--- src/design/scs_pkg.sv ---
package scs_pkg;

    // ==========================================================
    // Register map
    // ==========================================================
    localparam int APB_AW = 12;
    localparam logic [7:0] IDX_CLK_SRC = 8'h8F;
    localparam logic [7:0] IDX_OSC_CTL = 8'hA1;
    localparam logic [11:0] ADDR_CLK_SRC = {2'h0, IDX_CLK_SRC, 2'h0};
    localparam logic [11:0] ADDR_OSC_CTL = {2'h0, IDX_OSC_CTL, 2'h0};

    // ==========================================================
    // Field positions
    // ==========================================================
    localparam int SRC_HI = 1;
    localparam int OSC_EN_HI = 7;
    localparam int OSC_EN_LO = 6;
    localparam int OSC_SUSP_BIT = 5;
    localparam int OSC_RDY_BIT = 4;
    localparam int OSC_RSV_BIT = 3;
    localparam int DIV_HI = 2;

    // ==========================================================
    // Encodings and reset values
    // ==========================================================
    typedef enum logic [1:0] {
        SRC_INT = 2'b00,
        SRC_EXT = 2'b01,
        SRC_MUL = 2'b10,
        SRC_RSV = 2'b11
    } scs_src_e;

    localparam logic [1:0] OSC_EN_ON = 2'h3;
    localparam logic [1:0] OSC_EN_OFF = 2'h0;
    localparam logic [1:0] OSC_EN_RST = OSC_EN_ON;
    localparam logic [2:0] DIV_RST = 3'h0;
    localparam logic [2:0] DIV_BY_ONE = 3'h7;
    localparam logic [7:0] DIV_MAX = 8'h80;
    localparam logic [3:0] SETTLE_TICKS = 4'hF;
    localparam logic [31:0] RD_ZERO = 32'h0000_0000;

    // ==========================================================
    // Carriers
    // ==========================================================
    typedef struct packed {
        logic int_osc;
        logic ext_osc;
        logic clk_mul;
    } scs_tick_s;

    typedef struct packed {
        logic [3:0] port_match;
        logic cmp0_enabled;
        logic cmp0_out;
    } scs_wake_s;

    // Terminal count of the divider: code 0 gives 127 (divide by 128), code 7 gives 0 (divide by 1)
    function automatic logic [6:0] div_limit(input logic [2:0] code);
        logic [7:0] n;
        n = DIV_MAX >> code;
        return 7'(n - 8'h01);
    endfunction

endpackage

--- src/design/scs_clk_ctrl.sv ---
module scs_clk_ctrl
    import scs_pkg::*;
(
    input wire logic clk,
    input wire logic rst_n,
    input wire logic psel,
    input wire logic penable,
    input wire logic pwrite,
    input wire logic [APB_AW-1:0] paddr,
    input wire logic [31:0] pwdata,
    output logic [31:0] prdata,
    output logic pready,
    output logic pslverr,
    input wire scs_tick_s ticks,
    input wire scs_wake_s wake,
    output logic int_osc_run,
    output logic sys_clk_tick,
    output logic core_clk_en,
    output logic resume_pulse
);

    // ==========================================================
    // Declarations
    // ==========================================================
    scs_src_e clk_src_reg;
    scs_src_e act_src_reg;
    logic [2:0] int_div_reg;
    logic [2:0] act_div_reg;
    logic [1:0] osc_en_reg;
    logic susp_reg;
    logic [6:0] div_cnt_reg;
    logic [3:0] settle_cnt_reg;
    logic ready_reg;
    logic sys_tick_reg;
    logic resume_reg;
    logic [31:0] prdata_reg;
    logic slverr_reg;
    logic setup;
    logic access;
    logic hit_src;
    logic hit_osc;
    logic wr_src;
    logic wr_osc;
    logic wake_evt;
    logic div_pulse;
    logic src_pulse;
    logic src_alive;
    logic switch_ok;
    logic [31:0] rd_next;

    // ==========================================================
    // APB decode
    // ==========================================================
    assign setup = psel & ~penable;
    assign access = psel & penable;
    assign hit_src = (paddr == ADDR_CLK_SRC);
    assign hit_osc = (paddr == ADDR_OSC_CTL);
    assign wr_src = access & pwrite & hit_src;
    assign wr_osc = access & pwrite & hit_osc;
    assign pready = 1'b1;
    assign prdata = prdata_reg;
    assign pslverr = slverr_reg;

    // Read word assembled for the setup phase
    always_comb begin
        rd_next = RD_ZERO;
        if (hit_src) begin
            rd_next[SRC_HI:0] = clk_src_reg;
        end else if (hit_osc) begin
            rd_next[OSC_EN_HI:OSC_EN_LO] = osc_en_reg;
            rd_next[OSC_SUSP_BIT] = susp_reg;
            rd_next[OSC_RDY_BIT] = ready_reg;
            rd_next[OSC_RSV_BIT] = 1'b0;
            rd_next[DIV_HI:0] = int_div_reg;
        end
    end

    // Read data and error captured in setup, stable through access
    always_ff @(posedge clk) begin
        if (!rst_n) begin
            prdata_reg <= RD_ZERO;
            slverr_reg <= 1'b0;
        end else if (setup) begin
            prdata_reg <= pwrite ? RD_ZERO : rd_next;
            slverr_reg <= ~(hit_src | hit_osc);
        end
    end

    // ==========================================================
    // Software registers
    // ==========================================================
    // Reserved code 11 is dropped so the mux never sees it
    always_ff @(posedge clk) begin
        if (!rst_n) begin
            clk_src_reg <= SRC_INT;
        end else if (wr_src && pwdata[SRC_HI:0] != SRC_RSV) begin
            clk_src_reg <= scs_src_e'(pwdata[SRC_HI:0]);
        end
    end

    always_ff @(posedge clk) begin
        if (!rst_n) begin
            osc_en_reg <= OSC_EN_RST;
            int_div_reg <= DIV_RST;
        end else if (wr_osc) begin
            osc_en_reg <= pwdata[OSC_EN_HI:OSC_EN_LO];
            int_div_reg <= pwdata[DIV_HI:0];
        end
    end

    // ==========================================================
    // Suspend and wake
    // ==========================================================
    assign wake_evt = (|wake.port_match) | (wake.cmp0_enabled & ~wake.cmp0_out);

    // Wake beats a suspend write in the same cycle
    always_ff @(posedge clk) begin
        if (!rst_n) begin
            susp_reg <= 1'b0;
        end else if (wake_evt) begin
            susp_reg <= 1'b0;
        end else if (wr_osc && pwdata[OSC_SUSP_BIT]) begin
            susp_reg <= 1'b1;
        end
    end

    // One pulse to let the core step past the suspending write
    always_ff @(posedge clk) begin
        if (!rst_n) begin
            resume_reg <= 1'b0;
        end else begin
            resume_reg <= susp_reg & wake_evt;
        end
    end

    assign resume_pulse = resume_reg;
    assign int_osc_run = (osc_en_reg == OSC_EN_ON) & ~susp_reg;
    assign core_clk_en = ~(susp_reg & (act_src_reg == SRC_INT));

    // ==========================================================
    // Frequency ready flag
    // ==========================================================
    always_ff @(posedge clk) begin
        if (!rst_n || !int_osc_run) begin
            settle_cnt_reg <= 4'h0;
            ready_reg <= 1'b0;
        end else if (ticks.int_osc && settle_cnt_reg != SETTLE_TICKS) begin
            settle_cnt_reg <= settle_cnt_reg + 4'h1;
        end else if (settle_cnt_reg == SETTLE_TICKS) begin
            ready_reg <= 1'b1;
        end
    end

    // ==========================================================
    // Divider and source mux
    // ==========================================================
    assign div_pulse = ticks.int_osc & int_osc_run
        & (div_cnt_reg == div_limit(act_div_reg));

    always_comb begin
        unique case (act_src_reg)
            SRC_INT: src_pulse = div_pulse;
            SRC_EXT: src_pulse = ticks.ext_osc;
            SRC_MUL: src_pulse = ticks.clk_mul;
            default: src_pulse = 1'b0;
        endcase
    end

    // A stopped internal source may be left at once; others only at a cycle end
    assign src_alive = (act_src_reg != SRC_INT) | int_osc_run;
    assign switch_ok = src_pulse | ~src_alive;

    always_ff @(posedge clk) begin
        if (!rst_n) begin
            act_src_reg <= SRC_INT;
            act_div_reg <= DIV_RST;
        end else if (switch_ok) begin
            act_src_reg <= clk_src_reg;
            act_div_reg <= int_div_reg;
        end
    end

    always_ff @(posedge clk) begin
        if (!rst_n) begin
            div_cnt_reg <= 7'h00;
        end else if (switch_ok && act_div_reg != int_div_reg) begin
            div_cnt_reg <= 7'h00;
        end else if (div_pulse) begin
            div_cnt_reg <= 7'h00;
        end else if (ticks.int_osc && int_osc_run) begin
            div_cnt_reg <= div_cnt_reg + 7'h01;
        end
    end

    always_ff @(posedge clk) begin
        if (!rst_n) begin
            sys_tick_reg <= 1'b0;
        end else begin
            sys_tick_reg <= src_pulse & core_clk_en;
        end
    end

    assign sys_clk_tick = sys_tick_reg;
endmodule

--- config.mk ---
export PLATFORM = sky130hd
export DESIGN_NAME = scs_clk_ctrl
export DESIGN_NICKNAME = d
export VERILOG_FILES = /design/src/design/scs_pkg.sv /design/src/design/scs_clk_ctrl.sv
export SDC_FILE = /design/constraint.sdc
export NUM_CORES = 1
export LEC_CHECK = 0
export ABC_AREA = 1
export BUFFER_PORTS_ARGS = -buffer_cell sky130_fd_sc_hd__buf_2
export CAP_MARGIN = 10
export CORE_ASPECT_RATIO = 1.2
export CORE_MARGIN = 10
export CORE_UTILIZATION = 47
export DETAILED_ROUTE_END_ITERATION = 10
export PLACE_DENSITY = 0.91
export SLEW_MARGIN = 0
export SYNTH_ARGS = -nofsm -noshare
export SYNTH_HDL_FRONTEND = slang
export SYNTH_SLANG_ARGS = --single-unit
export TNS_END_PERCENT = 5
--- constraint.sdc ---
create_clock -name clk -period 2.5 [get_ports clk]
set_clock_uncertainty 0.05 [all_clocks]
set_input_delay 0.25 -clock clk [delete_from_list [all_inputs] [get_ports clk]]
set_output_delay 0.25 -clock clk [all_outputs]
set_load 0.02 [all_outputs]
==> impl_metrics.env, run 1 <==
export IMPL_drv_cap=0
export IMPL_drt_iter0_drc=79
export IMPL_status="finished clean"
export IMPL_grt_overflow_total=0
export IMPL_antenna_left=0
export IMPL_insertion_delay_ns=0.29
export IMPL_hpwlAfterDp_um=3840
export IMPL_grt_max_degree=17
export IMPL_dp_cells=402
export IMPL_cts_buffers=5
export IMPL_p_leak_uw=0.00115
export IMPL_initial_utilization=0.492
export IMPL_first_global_vias=1934
export IMPL_drt_vias_per_instance=4.77
export IMPL_worstMarginPinSlew_ns=0.520
export IMPL_rows=26
export IMPL_r2r_slack_ns=0.35
export IMPL_yosysTopAreaCellShare=0.329
export IMPL_grt_first_pass_wirelength_um=8070
export IMPL_cts_hold_buf=0
export IMPL_fillers=413
export IMPL_hp_class="in2reg"
export IMPL_worstPathBufferInverterCount=0
export IMPL_drc=0
export IMPL_gp_congestion=0.857
export IMPL_finalHoldViolations=0
export IMPL_p_int_uw=794
export IMPL_wire_per_inst_um=11.7
export IMPL_cts_tree="done"
export IMPL_vias=1954
export IMPL_cts_root_buf="clkbuf_8"
export IMPL_criticalPathCategory="reg2reg"
export IMPL_cts_sinks=35
export IMPL_finalCritPeriodShare=0.861
export IMPL_portBuffers=43
export IMPL_post_cts_setup_buffer_count=0
export IMPL_area_growth_pct=11.0
export IMPL_fp_dieH_um=93.8
export IMPL_synth_edf_count=0
export IMPL_ys_ff_latch=35
export IMPL_cp_end_kind="flip-flop"
export IMPL_antenna_cells=0
export IMPL_ios=96
export IMPL_clkTransAtPathRegs_ns=0.07
export IMPL_wl_met1_um=1870
export IMPL_grt_setup_unrepaired="false"
export IMPL_ys_seq_area_frac=0.329
export IMPL_crit_family="simple AND/OR/NAND/NOR gates"
export IMPL_die_area_sq_um=7640
export IMPL_htreeDepth=2
export IMPL_placeableCoreArea_sq_um=4330
export IMPL_wl_met3_um=413
export IMPL_synthArstFlopShare=0
export IMPL_synth_area_sq_um=2130
export IMPL_synthCells=308
export IMPL_synthTopCellsByArea="dfxtp_1 (33%), nand2_1 (9.9%), buf_4 (9.5%)"
export IMPL_synth_common_cells="nand2_1 (56), inv_1 (41), dfxtp_1 (35)"
export IMPL_synth_top_area_cell="dfxtp_1"
export IMPL_sw_frac_of_total=0.267
export IMPL_fin_nets=414
export IMPL_fin_cells=410
export IMPL_timing_final_crit_period_ns=2.15
export IMPL_crit_chain="nand3_1 -> ha_1 -> xor2_1 -> nand2_1 -> nor2_1 -> nand2_1 -> nor2_2 -> nand3_2 -> nand2_2 -> nand2_4 -> a21oi_1 -> nor2_1"
export IMPL_worstSetupStartpointType="flip-flop"
export IMPL_cts_repair_resized=0
export IMPL_grt_usage=0.129
export IMPL_max_clock_freq_mhz=465
export IMPL_cts_buffer_depth=2
export IMPL_pwr_share_clk=0.364
export IMPL_setup_viol=0
export IMPL_antenna_found_initial=0
export IMPL_slowest_stage="dfxtp_1"
export IMPL_synth_flop_cell="dfxtp_1"
export IMPL_critPathMaxFanout=9
export IMPL_p_sw_uw=290
export IMPL_die_x_um=81.5
export IMPL_wl_met2_um=2460
export IMPL_max_stage_delay_ns=0.48
export IMPL_p_seq_frac=0.528
export IMPL_finalSetupTns_ns=0
export IMPL_yosysWarnings=0
export IMPL_postRouteWirelength_um=4800
export IMPL_crit_required_ns=2.63
export IMPL_slew_headroom=0.650
export IMPL_syn_area_per_cell_sq_um=6.92
export IMPL_arrival_ns=2.28
export IMPL_combPwrFrac=0.108
export IMPL_drive_gt1_frac=0.212
export IMPL_placed_cell_area_sq_um=2280
export IMPL_pwr_density_cell_nw_per_um2=458
export IMPL_drv_slew=0
export IMPL_drt_pass1_iterations=4
export IMPL_yosysMostFrequentCell="nand2_1"
export IMPL_stdcell_area_sq_um=2370
export IMPL_top_layer="met4"
export IMPL_ys_types=32
export IMPL_ir_worst_vdd_v=0.000452
==> power by group through the flow <==
stage	Combinational (uW)	Clock, uW	Sequential (uW)
finish	117	395	572
global route	133	425	573
CTS	115	403	572
detailed placement	114	0	585
global placement	111	0	584
floorplan	109	0	585
==> cells by family (layout without fill, tap and decap cells) <==
| family | after synthesis | count (layout) | synth area share |
|---|---|---|---|
| other | 2 | 26 | 0.00352 |
| buffers and inverters | 78 | 100 | 0.197 |
| flip-flops | 35 | 35 | 0.329 |
| XOR/XNOR | 9 | 9 | 0.0405 |
| AND/OR/NAND/NOR | 142 | 142 | 0.310 |
| adder cells (fa/ha/maj) | 3 | 3 | 0.0176 |
| AO/OA/AOI/OAI | 39 | 39 | 0.103 |
==> per-stage QoR <==
step	power (uW)	utilization	worst slack, ns	hold slack (ns)
global route	1130	0.547	0.139	0.136
CTS	1090	0.547	0.373	0.119
finish	1080	0.547	0.348	0.127
global placement	696	0.527	0.460	0.392
detailed placement	699	0.527	0.393	0.398
floorplan	694	-	0.643	0.326
==> final cells by class <==
| type | instances | area, sq um | area share |
|---|---|---|---|
| well taps | 56 | 70.1 | 0.0296 |
| inverters | 47 | 179 | 0.0756 |
| flip-flops and latches | 35 | 701 | 0.296 |
| repair buffers | 45 | 230 | 0.0973 |
| multi-input cells | 219 | 1100 | 0.465 |
| clock buffers | 6 | 72.6 | 0.0307 |
| clock inverters | 2 | 12.5 | 0.00529 |
==> cells in the final DEF, fill, tap and decap left out, types with 4 or more instances in the layout <==
master,count
xor2_1,8
a211oi_1,4
inv_2,5
nand2_2,5
dfxtp_1,35
o21ai_0,9
nor3_1,4
nand4_1,7
nor2_1,28
clkbuf_8,5
inv_1,41
buf_2,43
conb_1,26
nand3_1,30
nand2_1,56
a21oi_1,19
==> worst register-to-register path: stages, from the launching register on <==
cell,delay [ns]
dfxtp_1,0.48
nand3_1,0.15
ha_1,0.32
xor2_1,0.21
nand2_1,0.08
nor2_1,0.08
nand2_1,0.06
nor2_2,0.13
nand3_2,0.09
nand2_2,0.08
nand2_4,0.08
a21oi_1,0.15
nor2_1,0.06
==> metal layers <==
metal / track usage / up-vias
met4: 0.0520 / 0
met2: 0.231 / 60
met1: 0.127 / 869
met5: 0 / -
li1: - / 1019
met3: 0.0508 / 6
==> path summary, 6_finish.rpt <==
check,end,cells past startpoint,start
max,act_div_reg[2]$_SDFFE_PN0P_,12,act_div_reg[0]$_SDFFE_PN0P_
min reg2reg,ready_reg$_SDFFE_PP0P_,2,ready_reg$_SDFFE_PP0P_
min,osc_en_reg[0]$_SDFFE_PN1P_,3,pwdata[6]
max reg2reg,act_div_reg[2]$_SDFFE_PN0P_,12,act_div_reg[0]$_SDFFE_PN0P_
Power figures use the tool's default switching activity.
==> run 2, diff against run 1 <==
Settings changed: ABC_AREA 1 to unset, CORE_UTILIZATION 47 to 46.
==> run 2 against run 1 <==
  * Sequential power is essentially flat
  * Largest power group unchanged
  * Clock power increased by 29%
  * Worst hold slack lost 0.013 ns
  * Total power grew 10%
  * Worst setup slack got worse by 0.18 ns
  * Critical endpoint is now div_cnt_reg[1]$_SDFFE_PP0P_
  * Largest cell class unchanged
==> impl_metrics.env, run 2 <==
export IMPL_status="finished clean"
export IMPL_synthCells=243
export IMPL_portBuffers=43
export IMPL_die_x_um=79.7
export IMPL_insertion_delay_ns=0.29
export IMPL_postRouteWirelength_um=4730
export IMPL_drc=0
export IMPL_antenna_cells=0
export IMPL_pwr_density_cell_nw_per_um2=515
export IMPL_hold_end="osc_en_reg[1]$_SDFFE_PN1P_"
export IMPL_grt_overflow_total=0
export IMPL_r2r_cells=10
export IMPL_syn_area_per_cell_sq_um=8.10
export IMPL_finalCritPeriodShare=0.934
export IMPL_ys_ff_latch=35
export IMPL_yosysWarnings=0
export IMPL_rows=26
export IMPL_crit_chain="buf_4 -> nand3_2 -> ha_4 -> buf_4 -> a21oi_1 -> a211o_1 -> a221oi_2 -> o2111ai_2 -> a21oi_4 -> nor3_2"
export IMPL_drv_slew=0
export IMPL_final_cell_mix="buf_2 (43), dfxtp_1 (32), nand2_1 (30)"
export IMPL_p_leak_uw=0.00103
export IMPL_r2r_slack_ns=0.16
export IMPL_cts_root_buf="clkbuf_8"
export IMPL_synth_edf_count=0
export IMPL_cp_common_cell="buf_4"
export IMPL_drive_gt1_frac=0.258
export IMPL_synth_common_cells="dfxtp_1 (35), nand2_1 (31), buf_4 (28)"
export IMPL_grt_usage=0.127
export IMPL_drt_iter0_drc=136
export IMPL_timing_final_crit_period_ns=2.34
export IMPL_drt_pass1_iterations=5
export IMPL_fp_dieH_um=91.7
export IMPL_ios=96
export IMPL_antenna_left=0
export IMPL_max_stage_delay_ns=0.34
export IMPL_die_area_sq_um=7310
export IMPL_slowest_stage="a221oi_2"
export IMPL_synth_top_area_cell="dfxtp_1"
export IMPL_gp_congestion=0.786
export IMPL_worstSetupStartpointType="flip-flop"
export IMPL_yosysTopAreaCellShare=0.356
export IMPL_stdcell_area_sq_um=2320
export IMPL_clkTransAtPathRegs_ns=0.07
export IMPL_crit_required_ns=2.63
export IMPL_fin_nets=347
export IMPL_timing_rr_end="div_cnt_reg[1]$_SDFFE_PP0P_"
export IMPL_cts_sinks=35
export IMPL_drt_vias_per_instance=5.12
export IMPL_hold_path_depth=3
export IMPL_area_growth_pct=18.0
export IMPL_critPathMaxFanout=9
export IMPL_cts_hold_buf=0
export IMPL_htreeDepth=2
export IMPL_yosysMostFrequentCell="dfxtp_1"
export IMPL_cts_buffer_depth=2
export IMPL_synth_area_sq_um=1970
export IMPL_min_delay_start="pwdata[7]"
export IMPL_finalHoldViolations=0
export IMPL_max_clock_freq_mhz=428
export IMPL_first_global_vias=1805
export IMPL_arrival_ns=2.46
export IMPL_setup_viol=0
export IMPL_placed_cell_area_sq_um=2140
export IMPL_final_setup_worst_slack_ns=0.164
export IMPL_drv_cap=0
export IMPL_mostFrequentLayoutCell="buf_2"
export IMPL_grt_max_degree=17
export IMPL_hpwlAfterDp_um=3580
export IMPL_vias=1756
export IMPL_synth_flop_cell="dfxtp_1"
export IMPL_ir_worst_vdd_v=0.000456
export IMPL_ys_seq_area_frac=0.356
export IMPL_cts_tree="done"
export IMPL_cts_buffers=5
export IMPL_ys_types=43
export IMPL_wire_per_inst_um=13.8
export IMPL_synthTopCellsByArea="dfxtp_1 (36%), buf_4 (11%), nand2_1 (5.9%)"
export IMPL_place_ws_ns=0.0595
export IMPL_synthArstFlopShare=0
export IMPL_placeableCoreArea_sq_um=4200
export IMPL_hp_class="in2reg"
export IMPL_antenna_found_initial=0
export IMPL_cp_end_kind="flip-flop"
export IMPL_initial_utilization=0.469
export IMPL_r2r_start="act_div_reg[2]$_SDFFE_PN0P_"
export IMPL_criticalPathCategory="reg2reg"
export IMPL_grt_first_pass_wirelength_um=7800
==> run 2: cells by family (layout without fill, tap and decap cells) <==
kind of cell	after synthesis	count (layout)	share of synthesized area
AO/OA/AOI/OAI	38	38	0.127
XOR/XNOR	15	15	0.0667
adder cells (fa/ha/maj)	3	3	0.0191
buffers and inverters	44	64	0.142
flip-flops	35	35	0.356
multiplexers	5	5	0.0254
other	2	26	0.00382
AND/OR/NAND/NOR	101	101	0.259
==> run 2: worst max-delay path by stage <==
stage	from	end	slack (ns)	cells past startpoint
floorplan	act_div_reg[2]$_SDFFE_PN0P_	act_div_reg[0]$_SDFFE_PN0P_	0.004	12
global placement	act_div_reg[2]$_SDFFE_PN0P_	div_cnt_reg[1]$_SDFFE_PP0P_	0.11	9
detailed placement	act_div_reg[2]$_SDFFE_PN0P_	div_cnt_reg[3]$_SDFFE_PP0P_	0.06	10
CTS	act_div_reg[2]$_SDFFE_PN0P_	div_cnt_reg[3]$_SDFFE_PP0P_	0.04	10
global route	act_div_reg[1]$_SDFFE_PN0P_	div_cnt_reg[1]$_SDFFE_PP0P_	-0.03	10
finish	act_div_reg[2]$_SDFFE_PN0P_	div_cnt_reg[1]$_SDFFE_PP0P_	0.16	10
==> run 2: layer usage <==
metal | GRT usage | vias to the layer above | part of all wire
li1 | - | 874 | -
met1 | 0.132 | 820 | 0.39
met2 | 0.220 | 52 | 0.51
met3 | 0.0527 | 10 | 0.077
met4 | 0.0494 | 0 | 0.021
met5 | 0 | - | 0
==> run 2: timing repair <==
| action | in CTS | in global routing |
|---|---|---|
| setup endpoints to repair | 0 | 12 |
| buffers inserted | 0 | 1 |
| gates resized for setup | 0 | 17 |
==> run 2: final cells by class <==
type / instances / area [sq um]
inverters: 7 / 26.3
well taps: 56 / 70.1
repair buffers: 49 / 260
multi-input cells: 188 / 1150
clock buffers: 5 / 68.8
fillers: 382 / 1870
clock inverters: 3 / 43.8
flip-flops and latches: 35 / 704
==> run 2: metrics by stage <==
stage	TNS, ns	hold slack [ns]	power [uW]	util	std cells
finish	0	0.115	1190	0.553	343
global route	-0.0880	0.119	1240	0.553	343
CTS	0	0.109	1200	0.536	342
detailed placement	0	0.414	692	0.509	334
global placement	0	0.391	689	0.509	334
floorplan	0	0.324	686	-	267
==> run 2: worst max-delay path, delay by kind of cell (launching register included) <==
family / cells / cell delay (ns)
compound gates: 5 / 1.21
buf+inv: 2 / 0.30
fa+ha+maj: 1 / 0.16
flops: 1 / 0.32
simple gates: 2 / 0.18
==> run 2: where the power goes <==
group          internal (uW)  switching, uW  total, uW
sequential               565           9.68        575
combinational           34.7           75.9        111
clock                    297            213        509
==> run 3, diff against run 2 <==
Settings changed: MAX_ROUTING_LAYER set to met4.
==> run 3 against run 2 <==
  * Sequential share of layout area is the same
  * Largest power group unchanged
  * Sequential cell count unchanged
  * Design area did not move
  * Total power grew 0.14%
  * Largest cell class unchanged
  * Global-route usage grew 0.36 points
==> impl_metrics.env, run 3 (synthesized netlist as in run 2, its figures left out) <==
export IMPL_status="finished clean"
export IMPL_hpwlAfterDp_um=3580
export IMPL_first_global_vias=1805
export IMPL_vias=1765
export IMPL_initial_utilization=0.469
export IMPL_drv_slew=0
export IMPL_slowest_stage="a221oi_2"
export IMPL_post_route_util=0.553
export IMPL_hp_class="in2reg"
export IMPL_place_ws_ns=0.0595
export IMPL_clkTransAtPathRegs_ns=0.07
export IMPL_wire_per_inst_um=13.9
export IMPL_r2r_slack_ns=0.16
export IMPL_postRouteWirelength_um=4760
export IMPL_fillers=382
export IMPL_combPwrFrac=0.093
export IMPL_cts_buffer_depth=2
export IMPL_sw_frac_of_total=0.251
export IMPL_drv_cap=0
export IMPL_htreeDepth=2
export IMPL_fin_cells=343
export IMPL_fin_nets=347
export IMPL_setup_viol=0
export IMPL_ir_worst_vdd_v=0.000456
export IMPL_antenna_left=0
export IMPL_rows=26
export IMPL_insertion_delay_ns=0.29
export IMPL_placeableCoreArea_sq_um=4200
export IMPL_crit_chain="buf_4 -> nand3_2 -> ha_4 -> buf_4 -> a21oi_1 -> a211o_1 -> a221oi_2 -> o2111ai_2 -> a21oi_4 -> nor3_2"
export IMPL_drc=0
export IMPL_criticalPathCategory="reg2reg"
export IMPL_finalPower_uw=1200
export IMPL_mostFrequentLayoutCell="buf_2"
export IMPL_grt_max_degree=17
export IMPL_cts_hold_buf=0
export IMPL_pwr_density_cell_nw_per_um2=515
export IMPL_cts_root_buf="clkbuf_8"
export IMPL_drt_vias_per_instance=5.15
export IMPL_worstSetupStartpointType="flip-flop"
export IMPL_die_area_sq_um=7310
export IMPL_portBuffers=43
export IMPL_die_x_um=79.7
export IMPL_crit_required_ns=2.63
export IMPL_drt_pass1_iterations=5
export IMPL_dp_cells=334
export IMPL_p_sw_uw=300
export IMPL_timing_final_crit_period_ns=2.34
export IMPL_ios=96
export IMPL_top_usage_layer="met2"
export IMPL_grt_use_met1=0.137
export IMPL_p_seq_frac=0.480
export IMPL_final_cell_mix="buf_2 (43), dfxtp_1 (32), nand2_1 (30)"
export IMPL_grtUsageMet2=0.220
export IMPL_stdcell_area_sq_um=2320
export IMPL_finalCritPeriodShare=0.937
export IMPL_multi_input_area_sq_um=1150
export IMPL_worstPathBufferInverterCount=2
export IMPL_cts_tree="done"
export IMPL_arrival_ns=2.47
export IMPL_regArea_sq_um=704
export IMPL_gp_congestion=0.797
export IMPL_max_stage_delay_ns=0.34
export IMPL_drive_gt1_frac=0.258
export IMPL_final_setup_worst_slack_ns=0.159
export IMPL_antenna_found_initial=0
export IMPL_grt_usage=0.131
export IMPL_finalHoldViolations=0
export IMPL_placed_cell_area_sq_um=2140
export IMPL_cp_end_kind="flip-flop"
export IMPL_fp_dieH_um=91.7
export IMPL_pwr_share_clk=0.427
export IMPL_area_growth_pct=18.0
export IMPL_crit_family="compound AO/OA/AOI/OAI gates"
export IMPL_p_leak_uw=0.00103
export IMPL_cp_common_cell="buf_4"
export IMPL_cts_buffers=5
export IMPL_grt_overflow_total=0
export IMPL_cts_sinks=35
export IMPL_p_int_uw=897
export IMPL_met3_usage=0.0449
export IMPL_antenna_cells=0
export IMPL_critPathMaxFanout=9
export IMPL_max_clock_freq_mhz=427
export IMPL_grt_first_pass_wirelength_um=7800
export IMPL_drt_iter0_drc=126
-- run 3: final cells by class --
class                           count  area share
Timing Repair Buffer               49       0.112
Tap cell                           56      0.0302
Clock buffer                        5      0.0296
Inverter                            7      0.0113
Clock inverter                      3      0.0189
Sequential cell                    35       0.303
Multi-Input combinational cell    188       0.495
-- run 3: power groups by stage --
stage,clock network [uW],logic (uW),registers (uW)
2_1_floorplan,0,99.7,587
3_3_place_gp,0,102,587
3_5_place_dp,0,105,587
4_1_cts,517,106,574
5_1_grt,537,123,576
6_report,511,111,575
-- run 3: path summary, 6_finish.rpt --
| kind | start | to | cells after the start |
|---|---|---|---|
| setup / recovery | act_div_reg[2]$_SDFFE_PN0P_ | div_cnt_reg[1]$_SDFFE_PP0P_ | 10 |
| setup reg to reg | act_div_reg[2]$_SDFFE_PN0P_ | div_cnt_reg[1]$_SDFFE_PP0P_ | 10 |
| hold / removal | pwdata[7] | osc_en_reg[1]$_SDFFE_PN1P_ | 3 |
| hold reg to reg | ready_reg$_SDFFE_PP0P_ | ready_reg$_SDFFE_PP0P_ | 2 |
-- run 3: per-layer routing --
layer  up-vias  wire length (um)
met5         -                 0
met4         0                98
met3        11               351
met2        61              2450
met1       818              1860
li1        875                 -
-- run 3: what timing repair did --
action,CTS,global route
setup buffers,0,1
gates resized for setup,0,17
endpoints found under the setup margin,0,12
hold endpoints to repair,0,0
-- run 3: tightest hold or removal path: stages --
cell and delay [ns]:
buf_2 0.07, nand2_1 0.04, nand3_1 0.06
-- run 3: per-stage QoR --
stage | TNS [ns] | hold slack, ns
floorplan | 0 | 0.324
global placement | 0 | 0.391
detailed placement | 0 | 0.414
CTS | 0 | 0.109
global route | -0.0880 | 0.119
finish | 0 | 0.112
